--- config.mk ---
export PLATFORM = sky130hd
export DESIGN_NAME = scr_ctrl
export DESIGN_NICKNAME = d
export VERILOG_FILES = /design/src/logic/scr_pkg.sv /design/src/logic/scr_ctrl.sv
export SDC_FILE = /design/constraint.sdc
export NUM_CORES = 1
export LEC_CHECK = 0
export BUFFER_PORTS_ARGS = -buffer_cell sky130_fd_sc_hd__buf_2
export CORE_ASPECT_RATIO = 1.1
export CORE_MARGIN = 2
export CORE_UTILIZATION = 49
export DETAILED_ROUTE_END_ITERATION = 6
export PLACE_DENSITY = 0.82
export SETUP_SLACK_MARGIN = 0.3
export SLEW_MARGIN = 20
export SYNTH_ARGS = -nofsm -noshare
export SYNTH_HDL_FRONTEND = slang
export SYNTH_SLANG_ARGS = --single-unit
--- constraint.sdc ---
create_clock -name mclk_i -period 5.4 [get_ports mclk_i]
set_input_delay 0.54 -clock mclk_i [delete_from_list [all_inputs] [get_ports mclk_i]]
set_output_delay 0.54 -clock mclk_i [all_outputs]
set_load 0.005 [all_outputs]
--- src/logic/scr_pkg.sv ---
/*
 * scr_pkg: constants, register map, state codes and bus carrier for the
 * system clock and reset controller.
 * Assumes a single 10 MHz reference clock and an 8-bit register port.
 */
package scr_pkg;

	// register byte addresses
	localparam logic [15:0] SCR_ADDR_BREAK_STAT  = 16'hfe00;
	localparam logic [15:0] SCR_ADDR_RESET_CAUSE = 16'hfe01;
	localparam logic [15:0] SCR_ADDR_BREAK_CTRL  = 16'hfe03;
	localparam logic [15:0] SCR_ADDR_IRQ_STAT    = 16'hfe04;
	localparam logic [15:0] SCR_ADDR_IRQ_MASK    = 16'hfe05;

	// field positions
	localparam int SCR_BIT_BREAK_WAIT   = 1;
	localparam int SCR_BIT_BREAK_CLR_EN = 7;
	localparam int SCR_BIT_POWER_ON     = 7;
	localparam int SCR_BIT_PIN          = 6;
	localparam int SCR_BIT_WATCHDOG     = 5;
	localparam int SCR_BIT_BAD_OPCODE   = 4;
	localparam int SCR_BIT_BAD_ADDRESS  = 3;
	localparam int SCR_BIT_LOW_VOLTAGE  = 1;
	localparam int SCR_BIT_EV_BREAK     = 0;
	localparam int SCR_BIT_EV_PIN       = 1;
	localparam int SCR_BIT_EV_CLK_START = 2;

	// reset values
	localparam logic [7:0] SCR_RST_BREAK_STAT  = 8'h00;
	localparam logic [7:0] SCR_RST_RESET_CAUSE = 8'h80;
	localparam logic [7:0] SCR_RST_BREAK_CTRL  = 8'h00;
	localparam logic [7:0] SCR_RST_IRQ_MASK    = 8'h00;

	// timing, in reference clock cycles
	localparam int SCR_CLK_HZ           = 10_000_000;
	localparam int SCR_POR_TIMEOUT_CYC  = 4096;
	localparam int SCR_PIN_DRIVE_CYC    = 32;
	localparam int SCR_RST_TAIL_CYC     = 32;
	localparam int SCR_PIN_MIN_CYC      = 67;
	localparam int SCR_CNT_W            = 13;
	localparam int SCR_MAX_IRQ_SRC      = 128;

	// reset sequencer states, one-hot
	typedef enum logic [4:0] {
		SCR_ST_HOLD = 5'b00001,
		SCR_ST_PIN  = 5'b00010,
		SCR_ST_TAIL = 5'b00100,
		SCR_ST_RUN  = 5'b01000,
		SCR_ST_EXT  = 5'b10000
	} scr_state_t;

	// register port request
	typedef struct packed {
		logic [15:0] addr;
		logic [7:0]  wdata;
		logic        wr;
		logic        rd;
	} scr_bus_req_t;

endpackage : scr_pkg

--- src/logic/scr_ctrl.sv ---
/*
 * scr_ctrl: system clock and reset controller. Derives the bus clock,
 * sequences power-on, internal and pin resets, holds break and reset-cause
 * status, and latches up to 128 interrupt sources.
 * Assumes mclk_i is the oscillator reference clock; the clock generator
 * output and the reset pin arrive asynchronously; reset sources from the
 * CPU, watchdog and supervisors are on the mclk_i domain.
 */
// The implementer's own choice: the strobed register port.
`timescale 1ns/1ps

// Notes on behaviour
// - with pll_sel_i set, bus clock is the clock generator output divided by two.
// - with pll_sel_i clear, bus rate is the reference clock divided by four.
// - after power-on or low voltage, clocks stay off for 4096 cycles.
// - the reset pin is driven low through the whole stabilisation timeout.
// - bus clocks start as soon as the timeout completes.
// - break status bit 1 cleared by writing zero; resets to zero.
// - reset cause is read-only, bits 7..3 and 1 flag causes, resets to 0x80.
// - break control bit 7 is a read/write clear enable, reset zero.
// - interrupt latching is modular, extendable to 128 sources.
// - power-on sets the power-on flag and clears every other cause bit.
// - internal resets drive the pin low 32 cycles, then hold 32 more.
module scr_ctrl #(
	parameter int POR_TIMEOUT = scr_pkg::SCR_POR_TIMEOUT_CYC,   // stabilisation cycles
	parameter int NUM_SRC     = 8                               // interrupt sources
) (
	input  wire logic                  mclk_i,         // reference clock
	input  wire logic                  rst_i,          // sync reset, treated as power-on
	input  wire scr_pkg::scr_bus_req_t bus_i,          // register port request
	output logic [7:0]                 rdata_o,        // read data, cycle after strobe
	input  wire logic                  clk_gen_out_i,  // clock generator output, async
	input  wire logic                  pll_sel_i,      // 1: PLL source, 0: reference
	input  wire logic                  power_on_pulse_i, // power-on detector
	input  wire logic                  low_voltage_i,  // low-voltage detector
	input  wire logic                  watchdog_i,     // watchdog timeout
	input  wire logic                  bad_opcode_i,   // illegal opcode seen
	input  wire logic                  bad_address_i,  // illegal fetch address seen
	input  wire logic                  rst_pin_i,      // reset pin level, async
	output logic                       rst_pin_o,      // reset pin drive level
	output logic                       rst_pin_oe_o,   // reset pin drive enable
	output logic                       internal_reset_o, // reset to CPU and modules
	output logic                       bus_clk_o,      // internal bus clock
	output logic                       clk_run_o,      // internal bus clocks active
	input  wire logic                  break_wait_i,   // break hit while waiting
	input  wire logic                  break_active_i, // CPU in break state
	input  wire logic [NUM_SRC-1:0]    irq_src_i,      // interrupt requests
	input  wire logic                  irq_ack_i,      // CPU takes the vector
	output logic                       irq_req_o,      // some source pending
	output logic [6:0]                 irq_vec_o,      // lowest pending source
	output logic                       irq_o           // status interrupt, level
);
	import scr_pkg::*;

	localparam logic [SCR_CNT_W-1:0] POR_LAST  = SCR_CNT_W'(POR_TIMEOUT - 1);
	localparam logic [SCR_CNT_W-1:0] PIN_LAST  = SCR_CNT_W'(SCR_PIN_DRIVE_CYC - 1);
	localparam logic [SCR_CNT_W-1:0] TAIL_LAST = SCR_CNT_W'(SCR_RST_TAIL_CYC - 1);
	localparam logic [SCR_CNT_W-1:0] PIN_MIN   = SCR_CNT_W'(SCR_PIN_MIN_CYC - 1);

	scr_state_t             state_r, state_nxt;
	logic [SCR_CNT_W-1:0]   cnt_r, cnt_nxt;
	logic [2:0]             pin_sync_r, cgm_sync_r;
	logic                   pin_lvl_r, cgm_lvl_r, cgm_rise_r, div_ph_r;
	logic [7:0]             brk_stat_r, cause_r, brk_ctrl_r, irq_stat_r, irq_mask_r;
	logic [7:0]             ev;
	logic                   int_src, por_src, wr_brk, brk_clr_ok;
	logic [NUM_SRC-1:0]     pend_r;

	// three-stage synchronisers; a level counts once stages two and three agree
	always_ff @(posedge mclk_i) begin
		if (rst_i) begin
			pin_sync_r <= 3'h7;
			cgm_sync_r <= 3'h0;
			pin_lvl_r  <= 1'b1;
			cgm_lvl_r  <= 1'b0;
			cgm_rise_r <= 1'b0;
		end else begin
			pin_sync_r <= {pin_sync_r[1:0], rst_pin_i};
			cgm_sync_r <= {cgm_sync_r[1:0], clk_gen_out_i};
			if (pin_sync_r[2] == pin_sync_r[1])
				pin_lvl_r <= pin_sync_r[2];
			if (cgm_sync_r[2] == cgm_sync_r[1])
				cgm_lvl_r <= cgm_sync_r[2];
			cgm_rise_r <= (cgm_sync_r[2] == cgm_sync_r[1]) && cgm_sync_r[2] && !cgm_lvl_r;
		end
	end

	assign por_src = power_on_pulse_i | low_voltage_i;
	assign int_src = watchdog_i | bad_opcode_i | bad_address_i;

	// reset sequencer next state
	always_comb begin
		state_nxt = state_r;
		cnt_nxt   = cnt_r + 1'b1;
		case (state_r)
			SCR_ST_HOLD: begin
				if (cnt_r == POR_LAST) begin
					state_nxt = SCR_ST_PIN;
					cnt_nxt   = '0;
				end
			end
			SCR_ST_PIN: begin
				if (cnt_r == PIN_LAST) begin
					state_nxt = SCR_ST_TAIL;
					cnt_nxt   = '0;
				end
			end
			SCR_ST_TAIL: begin
				if (cnt_r == TAIL_LAST) begin
					state_nxt = SCR_ST_RUN;
					cnt_nxt   = '0;
				end
			end
			SCR_ST_RUN: begin
				cnt_nxt = '0;
				if (int_src) begin
					state_nxt = SCR_ST_PIN;
				end else if (!pin_lvl_r) begin
					state_nxt = SCR_ST_EXT;
				end
			end
			SCR_ST_EXT: begin
				// counter saturates so a long press cannot wrap
				if (cnt_r == PIN_MIN)
					cnt_nxt = cnt_r;
				if (pin_lvl_r) begin
					state_nxt = SCR_ST_TAIL;
					cnt_nxt   = '0;
				end
			end
			default: begin
				state_nxt = SCR_ST_HOLD;
				cnt_nxt   = '0;
			end
		endcase
		// power-on and low voltage restart the whole sequence from anywhere
		if (por_src) begin
			state_nxt = SCR_ST_HOLD;
			cnt_nxt   = '0;
		end
	end

	// sequencer state and counter
	always_ff @(posedge mclk_i) begin
		if (rst_i) begin
			state_r <= SCR_ST_HOLD;
			cnt_r   <= '0;
		end else begin
			state_r <= state_nxt;
			cnt_r   <= cnt_nxt;
		end
	end

	// pin and reset outputs follow the next state so they line up with state_r
	always_ff @(posedge mclk_i) begin
		if (rst_i) begin
			rst_pin_oe_o     <= 1'b1;
			rst_pin_o        <= 1'b0;
			internal_reset_o <= 1'b1;
			clk_run_o        <= 1'b0;
		end else begin
			rst_pin_oe_o     <= (state_nxt == SCR_ST_HOLD) || (state_nxt == SCR_ST_PIN);
			rst_pin_o        <= 1'b0;
			internal_reset_o <= (state_nxt != SCR_ST_RUN);
			clk_run_o        <= (state_nxt != SCR_ST_HOLD);
		end
	end

	// bus clock: held low during the hold, else divided from the chosen source
	always_ff @(posedge mclk_i) begin
		if (rst_i) begin
			bus_clk_o <= 1'b0;
			div_ph_r  <= 1'b0;
		end else if (state_nxt == SCR_ST_HOLD) begin
			bus_clk_o <= 1'b0;
			div_ph_r  <= 1'b0;
		end else begin
			div_ph_r <= ~div_ph_r;
			if (pll_sel_i) begin
				if (cgm_rise_r)
					bus_clk_o <= ~bus_clk_o;
			end else if (div_ph_r) begin
				bus_clk_o <= ~bus_clk_o;
			end
		end
	end

	assign wr_brk     = bus_i.wr && (bus_i.addr == SCR_ADDR_BREAK_STAT);
	// while in break, the flag is only clearable when software allows it
	assign brk_clr_ok = !break_active_i || brk_ctrl_r[SCR_BIT_BREAK_CLR_EN];

	// break status and break control registers
	always_ff @(posedge mclk_i) begin
		if (rst_i) begin
			brk_stat_r <= SCR_RST_BREAK_STAT;
			brk_ctrl_r <= SCR_RST_BREAK_CTRL;
		end else begin
			if (break_wait_i)
				brk_stat_r[SCR_BIT_BREAK_WAIT] <= 1'b1;
			else if (wr_brk && !bus_i.wdata[SCR_BIT_BREAK_WAIT] && brk_clr_ok)
				brk_stat_r[SCR_BIT_BREAK_WAIT] <= 1'b0;
			if (bus_i.wr && (bus_i.addr == SCR_ADDR_BREAK_CTRL))
				brk_ctrl_r[SCR_BIT_BREAK_CLR_EN] <= bus_i.wdata[SCR_BIT_BREAK_CLR_EN];
		end
	end

	// reset cause: each new reset replaces the previous record, except a pin press released before cnt_r reaches PIN_MIN
	always_ff @(posedge mclk_i) begin
		if (rst_i) begin
			cause_r <= SCR_RST_RESET_CAUSE;
		end else if (power_on_pulse_i) begin
			cause_r <= SCR_RST_RESET_CAUSE;
		end else if (low_voltage_i) begin
			cause_r <= 8'h02;
		end else if (state_r == SCR_ST_RUN && int_src) begin
			// cause bits, reserved bits stay zero
			cause_r <= {2'h0, watchdog_i, bad_opcode_i, bad_address_i, 3'h0};
		end else if (state_r == SCR_ST_EXT && pin_lvl_r && cnt_r == PIN_MIN) begin
			cause_r <= 8'h40;
		end
	end

	// events for the status interrupt
	always_comb begin
		ev = 8'h00;
		ev[SCR_BIT_EV_BREAK]     = break_wait_i && !brk_stat_r[SCR_BIT_BREAK_WAIT];
		ev[SCR_BIT_EV_PIN]       = (state_r == SCR_ST_EXT) && pin_lvl_r && (cnt_r == PIN_MIN);
		ev[SCR_BIT_EV_CLK_START] = (state_r == SCR_ST_HOLD) && (state_nxt == SCR_ST_PIN);
	end

	// status is cleared by a read; an event in the same cycle survives
	always_ff @(posedge mclk_i) begin
		if (rst_i) begin
			irq_stat_r <= 8'h00;
			irq_mask_r <= SCR_RST_IRQ_MASK;
			irq_o      <= 1'b0;
		end else begin
			if (bus_i.rd && bus_i.addr == SCR_ADDR_IRQ_STAT)
				irq_stat_r <= ev;
			else
				irq_stat_r <= irq_stat_r | ev;
			if (bus_i.wr && bus_i.addr == SCR_ADDR_IRQ_MASK)
				irq_mask_r <= bus_i.wdata;
			irq_o <= |(irq_stat_r & irq_mask_r);
		end
	end

	// read data, one cycle after the strobe; unmapped reads give zero
	always_ff @(posedge mclk_i) begin
		if (rst_i) begin
			rdata_o <= 8'h00;
		end else if (!bus_i.rd) begin
			rdata_o <= 8'h00;
		end else if (bus_i.addr == SCR_ADDR_BREAK_STAT) begin
			rdata_o <= brk_stat_r;
		end else if (bus_i.addr == SCR_ADDR_RESET_CAUSE) begin
			rdata_o <= cause_r;
		end else if (bus_i.addr == SCR_ADDR_BREAK_CTRL) begin
			rdata_o <= brk_ctrl_r;
		end else if (bus_i.addr == SCR_ADDR_IRQ_STAT) begin
			rdata_o <= irq_stat_r;
		end else if (bus_i.addr == SCR_ADDR_IRQ_MASK) begin
			rdata_o <= irq_mask_r;
		end else begin
			rdata_o <= 8'h00;
		end
	end

	genvar g;
	generate
		for (g = 0; g < NUM_SRC; g++) begin : g_src
			always_ff @(posedge mclk_i) begin
				if (rst_i || internal_reset_o)
					pend_r[g] <= 1'b0;
				else if (irq_src_i[g])
					pend_r[g] <= 1'b1;
				else if (irq_ack_i && irq_req_o && irq_vec_o == 7'(g))
					pend_r[g] <= 1'b0;
			end
		end
	endgenerate

	// lowest index wins; registered so the vector is stable for the CPU
	always_ff @(posedge mclk_i) begin
		if (rst_i) begin
			irq_req_o <= 1'b0;
			irq_vec_o <= 7'h00;
		end else begin
			irq_req_o <= |pend_r;
			irq_vec_o <= 7'h00;
			for (int i = NUM_SRC - 1; i >= 0; i--) begin
				if (pend_r[i])
					irq_vec_o <= 7'(i);
			end
		end
	end
endmodule // scr_ctrl

Word-level counts from Yosys, hierarchy flattened
Cells that the tools add are included.
{ "totals": {"wordCells": 183, "input_bits": 47, "output_inout_bits": 22, "regBits": 81} }
{ "classes": {"eq_ne": 28, "mux": 50, "n_reduce_logical": 59, "add_sub_neg": 1, "bitwise": 8} }
{ "ops": {"columns": ["operator", "count"], "rows": [
  ["$eq 16x16->1 const B", 5],
  ["$mux 8", 7],
  ["$mux 13", 4],
  ["$pmux 13 s3", 1],
  ["$mux 5", 7],
  ["$eq 7x3->1 const B", 4],
  ["$pmux 5 s5", 1],
  ["$reduce_or 8->1", 3],
  ["$logic_and 1x1->1", 22],
  ["$mux 1", 22],
  ["$reduce_bool 2->1", 11],
  ["$mux 3", 5],
  ["$eq 7x2->1 const B", 2],
  ["$reduce_or 2->1", 7],
  ["$add 13x1->13 const B", 1],
  ["$eq 13x12->1 const B", 1],
  ["$eq 13x5->1 const B", 1],
  ["$eq 13x7->1 const B", 1],
  ["$eq 5x1->1 const B", 2],
  ["$eq 5x2->1 const B", 2],
  ["$reduce_or 5->1", 2],
  ["$reduce_or 3->1", 3],
  ["$and 8x8->8", 1],
  ["$or 8x3->8", 1],
  ["other kinds (18)", 30]
]} }

Logic depth before layout (Yosys ltp)
Gate-level depths: netlist of the first run.
{ "logic_depth": {"ltp_word": 9, "depth_mapped": 7, "depth_no_buf": 6} }

Least setup slack after synthesis of the first run
Ideal clock, no wire load.
{ "synth_path": {"kind": "register to register", "startpoint": "register cnt_r[5]", "endpoint": "register cnt_r[2]", "required_ns": 5.278, "path_stages_with_launch": 6, "n_path_buf": 1, "slack_ns": 3.291, "t_arrival_ns": 1.987, "setup_ns": 0.122, "path_cell_list": "dfxtp_1 or4_4 or4_4 a221oi_2 buf_6 a21oi_1"} }
{ "synth_between": {"elab_chain_cells": 3, "elab_cells_between_ends": 7} }
{ "synth_rtl": {"columns": ["element", "line", "source"], "rows": [
  ["start, declared", "scr_ctrl.sv:61", "logic [SCR_CNT_W-1:0] cnt_r, cnt_nxt;"],
  ["start signal, assigned", "scr_ctrl.sv:150", "cnt_r <= cnt_nxt;"],
  ["$eq 13x5->1 / $eq 13x12->1 (equally long branches)", "scr_ctrl.sv:103, scr_ctrl.sv:109, scr_ctrl.sv:97", null],
  ["$mux 13, on equally long branches", "scr_ctrl.sv:103, scr_ctrl.sv:109, scr_ctrl.sv:97", null],
  ["$pmux 13 s3", "scr_ctrl.sv:95", "case (state_r)"]
]} }
Parallel ways exist; a longest one is shown, timed or not.
A chain may end at the register's enable or synchronous reset.

Worst setup path in the final report of the first run
{ "layout_path": {"startpoint": "register cnt_r[0]", "endpoint": "register cnt_r[1]"} }
{ "layout_between": {"elab_chain_cells": 4, "elab_cells_between_ends": 10} }
{ "layout_rtl": {"columns": ["element", "line", "source"], "rows": [
  ["$add 13x1->13", "scr_ctrl.sv:94", "cnt_nxt = cnt_r + 1'b1;"],
  ["$mux 13", "scr_ctrl.sv:124", "if (cnt_r == PIN_MIN)"],
  ["$mux 13", "scr_ctrl.sv:126", "if (pin_lvl_r) begin"],
  ["$pmux 13 s3", "scr_ctrl.sv:95", null]
]} }
Parallel ways exist; a longest one is shown, timed or not. The select of a mux whose other input is x is not followed.

==> results of run 1 <==
[area by class of cell]
class	instances	area, um^2
Tap cell	80	100
Fill cell	575	2500
Clock inverter	2	35.0
Clock buffer	14	183
Sequential cell	72	1440
Multi-Input combinational cell	257	1560
Inverter	14	52.6
Timing Repair Buffer	63	315
[through the flow]
step / hold WS, ps / worst slack, ps / instance area, um^2 / total power, uW
after global placement: 393 / 2860 / 3470 / 595
after floorplan: 389 / 3290 / 3160 / 577
after global routing: 385 / 2530 / 3690 / 1070
after detailed placement: 400 / 2780 / 3470 / 597
final: 377 / 2780 / 3690 / 1030
after CTS: 367 / 2740 / 3690 / 1040
[path summary, 6_finish.rpt]
kind	end	slack, ps
setup reg to reg	cnt_r[1]$_SDFFE_PP0P_	2780
hold reg to reg	pin_sync_r[1]$_SDFF_PP1_	420
hold / removal	pin_sync_r[0]$_SDFF_PP1_	380
setup / recovery	cnt_r[1]$_SDFFE_PP0P_	2780
[state kept, by name (all words and copies together) (netlist names), 3 cells and up]
name and flops:
cause_r 6, cgm_sync_r 3, rdata_o 8, irq_vec_o 3, pin_sync_r 3, pend_r 8, irq_stat_r 3, state_r 5
cnt_r 13, irq_mask_r 8
[synthesized netlist by cell type (3+ instances only)]
library cell	count
nor4_1	9
o21ai_0	22
dfxtp_1	72
o22ai_1	4
xnor2_1	7
nand2_1	20
and4_1	4
and3_1	5
nor3_1	13
nor2b_1	8
a21boi_0	3
clkbuf_1	11
buf_4	6
nand4_1	6
ha_1	3
or2_2	4
or4b_2	3
or3_1	6
xor2_1	5
nor3b_1	4
nand2b_1	4
nor2_1	38
inv_1	14
o21a_1	4
nand3_1	18
a21oi_1	25
mux2i_1	10
[power by group]
part	total (uW)	internal, uW	switching (uW)
combinational	46.9	22.2	24.7
sequential	538	535	2.86
clock	449	263	185
total	1030	821	213
[worst max-delay path, stage by stage (launching register included)]
cell	delay, ps
dfxtp_1	430
ha_1	230
nand4_1	270
or4_1	640
a221oi_2	790
nor3_1	130
[cells by family after synthesis]
logic type / after synthesis
DFF: 72
buffers and inverters: 33
muxes: 11
and+or+nand+nor: 153
AOI/OAI and AO/OA: 73
other: 1
xor gates and xnor gates: 12
adders and majority gates: 3
[per-layer routing]
| layer | global-route usage | routed length (um) |
|---|---|---|
| met1 | 0.234 | 2880 |
| met2 | 0.355 | 3380 |
| met3 | 0.0392 | 355 |
| met4 | 0.114 | 161 |
| met5 | 0 | 0 |
==> flow_metrics.tcl, run 1 <==
set metrics [dict create \
    synth_top_family_by_area "simple AND/OR/NAND/NOR gates" \
    worstSetupStartpoint "cnt_r[0]$_SDFFE_PP0P_" \
    slew_headroom 0.401 \
    grt_max_degree 33 \
    wl_per_cell_um 13.5 \
    synthCells 358 \
    drtIter0Drc 170 \
    post-route-drc-count 0 \
    yosys.area_share.simple 0.265 \
    synth_top_area_share 0.459 \
    dp_cells 486 \
    hold_viol 0 \
    maxCapViolations 0 \
    area_growth_syn_to_layout_pct 17.4 \
    portBuffers 63 \
    cts.sink_count 72 \
    cp.arrival_ps 2820 \
    post_cts_buffers 0 \
    grt_pass1_wl_um 11200 \
    clk_latency_ps 340 \
    yosys_warnings 0 \
    synth-edff-count 0 \
    synth_seq_cells 72 \
    timing.critical_path.fanout_max 13 \
    htreeDepth 3 \
    worstHoldStart "rst_pin_i" \
    drive_gt1_frac 0.218 \
    rows 30 \
    final_nets 467 \
    critPathRequiredTime_ps 5600 \
    stdcell_count 502 \
    power_per_cell_area_nw_per_um2 280 \
    synth-async-reset-ratio 0 \
    clockRootBuffer "clkbuf_8" \
    r2r_start "cnt_r[0]$_SDFFE_PP0P_" \
    grt_overflow 0 \
    worst_hold_path_type "in -> reg" \
    drtPass1Iterations 4 \
    vias 2724 \
    diodes 0 \
    dieArea_um2 7070 \
    synth_area_per_cell_um2 8.78 \
    ios 69 \
    synthAdderAreaFrac 0.0119 \
    final_cell_mix "dfxtp_1, buf_2, nor2_1" \
    worst_slew_pin_slew_ps 899 \
    ant_nets 0 \
    critPathCaptureType "flop" \
    synthFlopType "dfxtp_1" \
    clk_pin_slew_ps 70 \
    reg2regPathDepth 5 \
    crit_path_start_kind "flop" \
    post-route-util 0.596 \
    wirelength_um 6780 \
    netlist_area_um2 3140 \
    layout_min_cycle_time_ps 2620 \
    outcome "finished clean" \
    cts_made_buffers 9 \
    setup_viol 0 \
    cts_tree "done" \
    period_share 0.486 \
    die_y_um 88 \
    hold_depth 2 \
    grt_setup_unrepaired "no" \
    worstSetupPathType "reg -> reg" \
    post-dp-hpwl_um 5040 \
    place.gp.congestion 0.864 \
    die_x_um 80.4 \
    grt_pass1_vias 2584 \
    clockBufferDepth 2 \
    finalClockSkew_ps 3.04 \
    core-area_um2 6190 \
    synth_compound_area_frac 0.142 \
    track_usage 0.204 \
    fmax_mhz 381 \
    post_cts_resized 0 \
    slew_viol_final 0 \
    synth_xor_area_frac 0.0334 \
    viasPerCell 5.43 \
    synth_cell_types 50 \
    leakagePower_uw 0.00147 \
    yosysTopAreaCell "dfxtp_1" \
    seq_area_frac_synth 0.459 \
    start_util 0.507 \
    peakVddDrop_mv 0.198 \
    final_common_cell "dfxtp_1" \
    fin_tns_setup_ps 0 \
    hold_buffers 0 \
    synthMuxAreaShare 0.0390 \
    synthTopCellsByArea "dfxtp_1, nor2_1, a21oi_1" \
    antenna_found_initial 0 \
]
Note: power is estimated with default switching activity, not from simulation.
==> run 2, diff against run 1 <==
--- a/config.mk
+++ b/config.mk
@@ -5,12 +5,13 @@
 export SDC_FILE = /design/constraint.sdc
 export NUM_CORES = 1
 export LEC_CHECK = 0
+export ABC_AREA = 1
 export BUFFER_PORTS_ARGS = -buffer_cell sky130_fd_sc_hd__buf_2
 export CORE_ASPECT_RATIO = 1.1
 export CORE_MARGIN = 2
 export CORE_UTILIZATION = 49
 export DETAILED_ROUTE_END_ITERATION = 6
-export PLACE_DENSITY = 0.82
+export PLACE_DENSITY = 0.84
 export SETUP_SLACK_MARGIN = 0.3
 export SLEW_MARGIN = 20
 export SYNTH_ARGS = -nofsm -noshare
==> constraint.sdc (replaced) <==
create_clock -name mclk_i -period 2.4 [get_ports mclk_i]
set_input_delay 0.24 -clock mclk_i [delete_from_list [all_inputs] [get_ports mclk_i]]
set_output_delay 0.24 -clock mclk_i [all_outputs]
set_load 0.005 [all_outputs]
==> run 2 against run 1 <==
Net effect: count of clock-buffer cells in the layout down 4; highest routed layer unchanged; sequential share of layout area down 2.7 points; largest power group unchanged; combinational power up 150%; critical endpoint is now cnt_r[10]$_SDFFE_PP0P_.
==> flow_metrics.tcl, run 2 <==
set metrics [dict create \
    critPathCaptureType "flop" \
    start_util 0.512 \
    synth-async-reset-ratio 0 \
    rows 31 \
    yosys_warnings 0 \
    cpMostUsedCell "nand2_1" \
    final_cell_area_um2 3960 \
    synthCells 474 \
    multi_input_area_um2 1600 \
    area_growth_syn_to_layout_pct 16.5 \
    critPathBufInv 1 \
    worstSetupStartpoint "cnt_r[0]$_SDFFE_PP0P_" \
    critPathRequiredTime_ps 2640 \
    die_y_um 91.3 \
    post-route-util 0.597 \
    grt_max_degree 19 \
    synth_seq_cells 72 \
    timing.critical_path.fanout_max 8 \
    viasPerCell 5.09 \
    finalClockSkew_ps 9.67 \
    path_delay_family "simple AND/OR/NAND/NOR gates" \
    power_per_cell_area_nw_per_um2 574 \
    cp.arrival_ps 1920 \
    largest_reg_flops 13 \
    htreeDepth 3 \
    drtIter0Drc 135 \
    clockBufferDepth 2 \
    r2r_start "cnt_r[0]$_SDFFE_PP0P_" \
    antenna_found_initial 0 \
    fmax_mhz 597 \
    leakagePower_uw 0.00179 \
    die_x_um 83.4 \
    drtPass1Iterations 5 \
    fin_ws_ps 724 \
    final_common_cell "nand2_1" \
    synth_cell_types 39 \
    final_cell_mix "nand2_1, dfxtp_1, inv_1, nor2_1, buf_2" \
    post_cts_buffers 0 \
    critical_path.max_stage_delay_ps 390 \
    seq_area_frac_synth 0.424 \
    wl_per_cell_um 11.9 \
    dieArea_um2 7620 \
    vias 3204 \
    post-route-drc-count 0 \
    clk_pin_slew_ps 80 \
    synth_area_per_cell_um2 7.17 \
    hold_buffers 0 \
    final_nets 592 \
    synthTopCellsByArea "dfxtp_1, nand2_1, inv_1" \
    post_cts_resized 0 \
    placed_cell_area_um2 3760 \
    netlist_area_um2 3400 \
    synth_common_cells "nand2_1, dfxtp_1, inv_1, nor2_1, a21oi_1" \
    slew_viol_final 0 \
    synth_top_area_share 0.424 \
    worstSetupPathType "reg -> reg" \
    period_share 0.699 \
    worst_path_max_delay_cell "dfxtp_1" \
    maxCapViolations 0 \
    worst_hold_path_type "in -> reg" \
    rrSetupSlack_ps 720 \
    synthFlopType "dfxtp_1" \
    cts_made_buffers 9 \
    outcome "finished clean" \
    synth-edff-count 0 \
    track_usage 0.202 \
    crit_path_start_kind "flop" \
    cts.sink_count 72 \
    place.gp.congestion 0.859 \
    ios 69 \
    fill_cells 600 \
    largest_register "cnt_r" \
    setup_viol 0 \
    ant_nets 0 \
    clk_latency_ps 350 \
    layout_min_cycle_time_ps 1680 \
    portBuffers 63 \
    post-dp-hpwl_um 5820 \
    synth_most_common_cell "nand2_1" \
    peakVddDrop_mv 0.364 \
    grt_overflow 0 \
    fin_tns_setup_ps 0 \
    grt_setup_unrepaired "no" \
    place_ws_ps 726 \
    worstHoldStart "rst_pin_i" \
    wirelength_um 7510 \
    drive_gt1_frac 0.225 \
    yosysTopAreaCell "dfxtp_1" \
    stdcell_count 629 \
    diodes 0 \
    dp_cells 613 \
    core-area_um2 6630 \
    regArea_um2 1440 \
    worstPathCellList "ha_1, nand2_1, nor2_1, nand2_1, o21ai_4, nand3_4, nand2_4, inv_4, nand2_1, nor2_1" \
    clockRootBuffer "clkbuf_8" \
    cts_tree "done" \
    grt_pass1_wl_um 12600 \
    hold_viol 0 \
    grt_pass1_vias 3045 \
]
## run 2: changes by cell type in the layout (fill, tap and decap cells not counted), moves of 8 or more
cell	before	now
a21oi_1	25	36
inv_1	14	66
mux2i_1	10	1
nand2_1	20	92
nand3_1	18	35
nand3_2	0	8
nor2_1	38	66
nor2b_1	8	0
nor4_1	9	1
o21ai_0	22	9
## run 2: logic make-up after synthesis
logic type / count (synthesis) / share of synthesized area
AND/OR/NAND/NOR: 244 / 0.332
buffers and inverters: 87 / 0.109
flip-flops: 72 / 0.424
AO/OA/AOI/OAI: 61 / 0.106
XOR/XNOR: 5 / 0.0129
adder cells (fa/ha/maj): 3 / 0.0110
other: 1 / 0.00110
multiplexers: 1 / 0.00295
## run 2: cell type report
cell class / instances / area share
Clock buffer: 10 / 0.0322
Clock inverter: 6 / 0.0171
Inverter: 74 / 0.0708
Multi-Input combinational cell: 319 / 0.405
Sequential cell: 72 / 0.364
Tap cell: 82 / 0.0259
Timing Repair Buffer: 66 / 0.0853
## run 2: final timing paths
kind	endpoint	cells past startpoint
hold / removal	pin_sync_r[0]$_SDFF_PP1_	2
hold reg to reg	cgm_sync_r[1]$_SDFF_PP0_	2
setup reg to reg	cnt_r[10]$_SDFFE_PP0P_	10
setup / recovery	cnt_r[10]$_SDFFE_PP0P_	10
## run 2: metrics by stage
| stage | total power, uW | hold WS [ps] |
|---|---|---|
| after floorplan | 1300 | 344 |
| after CTS | 2290 | 80.2 |
| final | 2270 | 86.4 |
| after detailed placement | 1350 | 395 |
| after global placement | 1350 | 397 |
| after global routing | 2360 | 77.3 |
## run 2: power breakdown
group	switching [uW]	leakage (uW)	internal, uW
clock network	463	0.0000929	484
logic	69.3	0.00111	46.6
registers	5.88	0.000582	1200
total	538	0.00179	1730
## run 2: routing by layer
| layer | GRT usage | share of wire | vias to the layer above |
|---|---|---|---|
| li1 | - | - | 1626 |
| met1 | 0.229 | 0.41 | 1436 |
| met2 | 0.361 | 0.50 | 120 |
| met3 | 0.0382 | 0.061 | 22 |
| met4 | 0.102 | 0.025 | 0 |
| met5 | 0 | 0 | - |
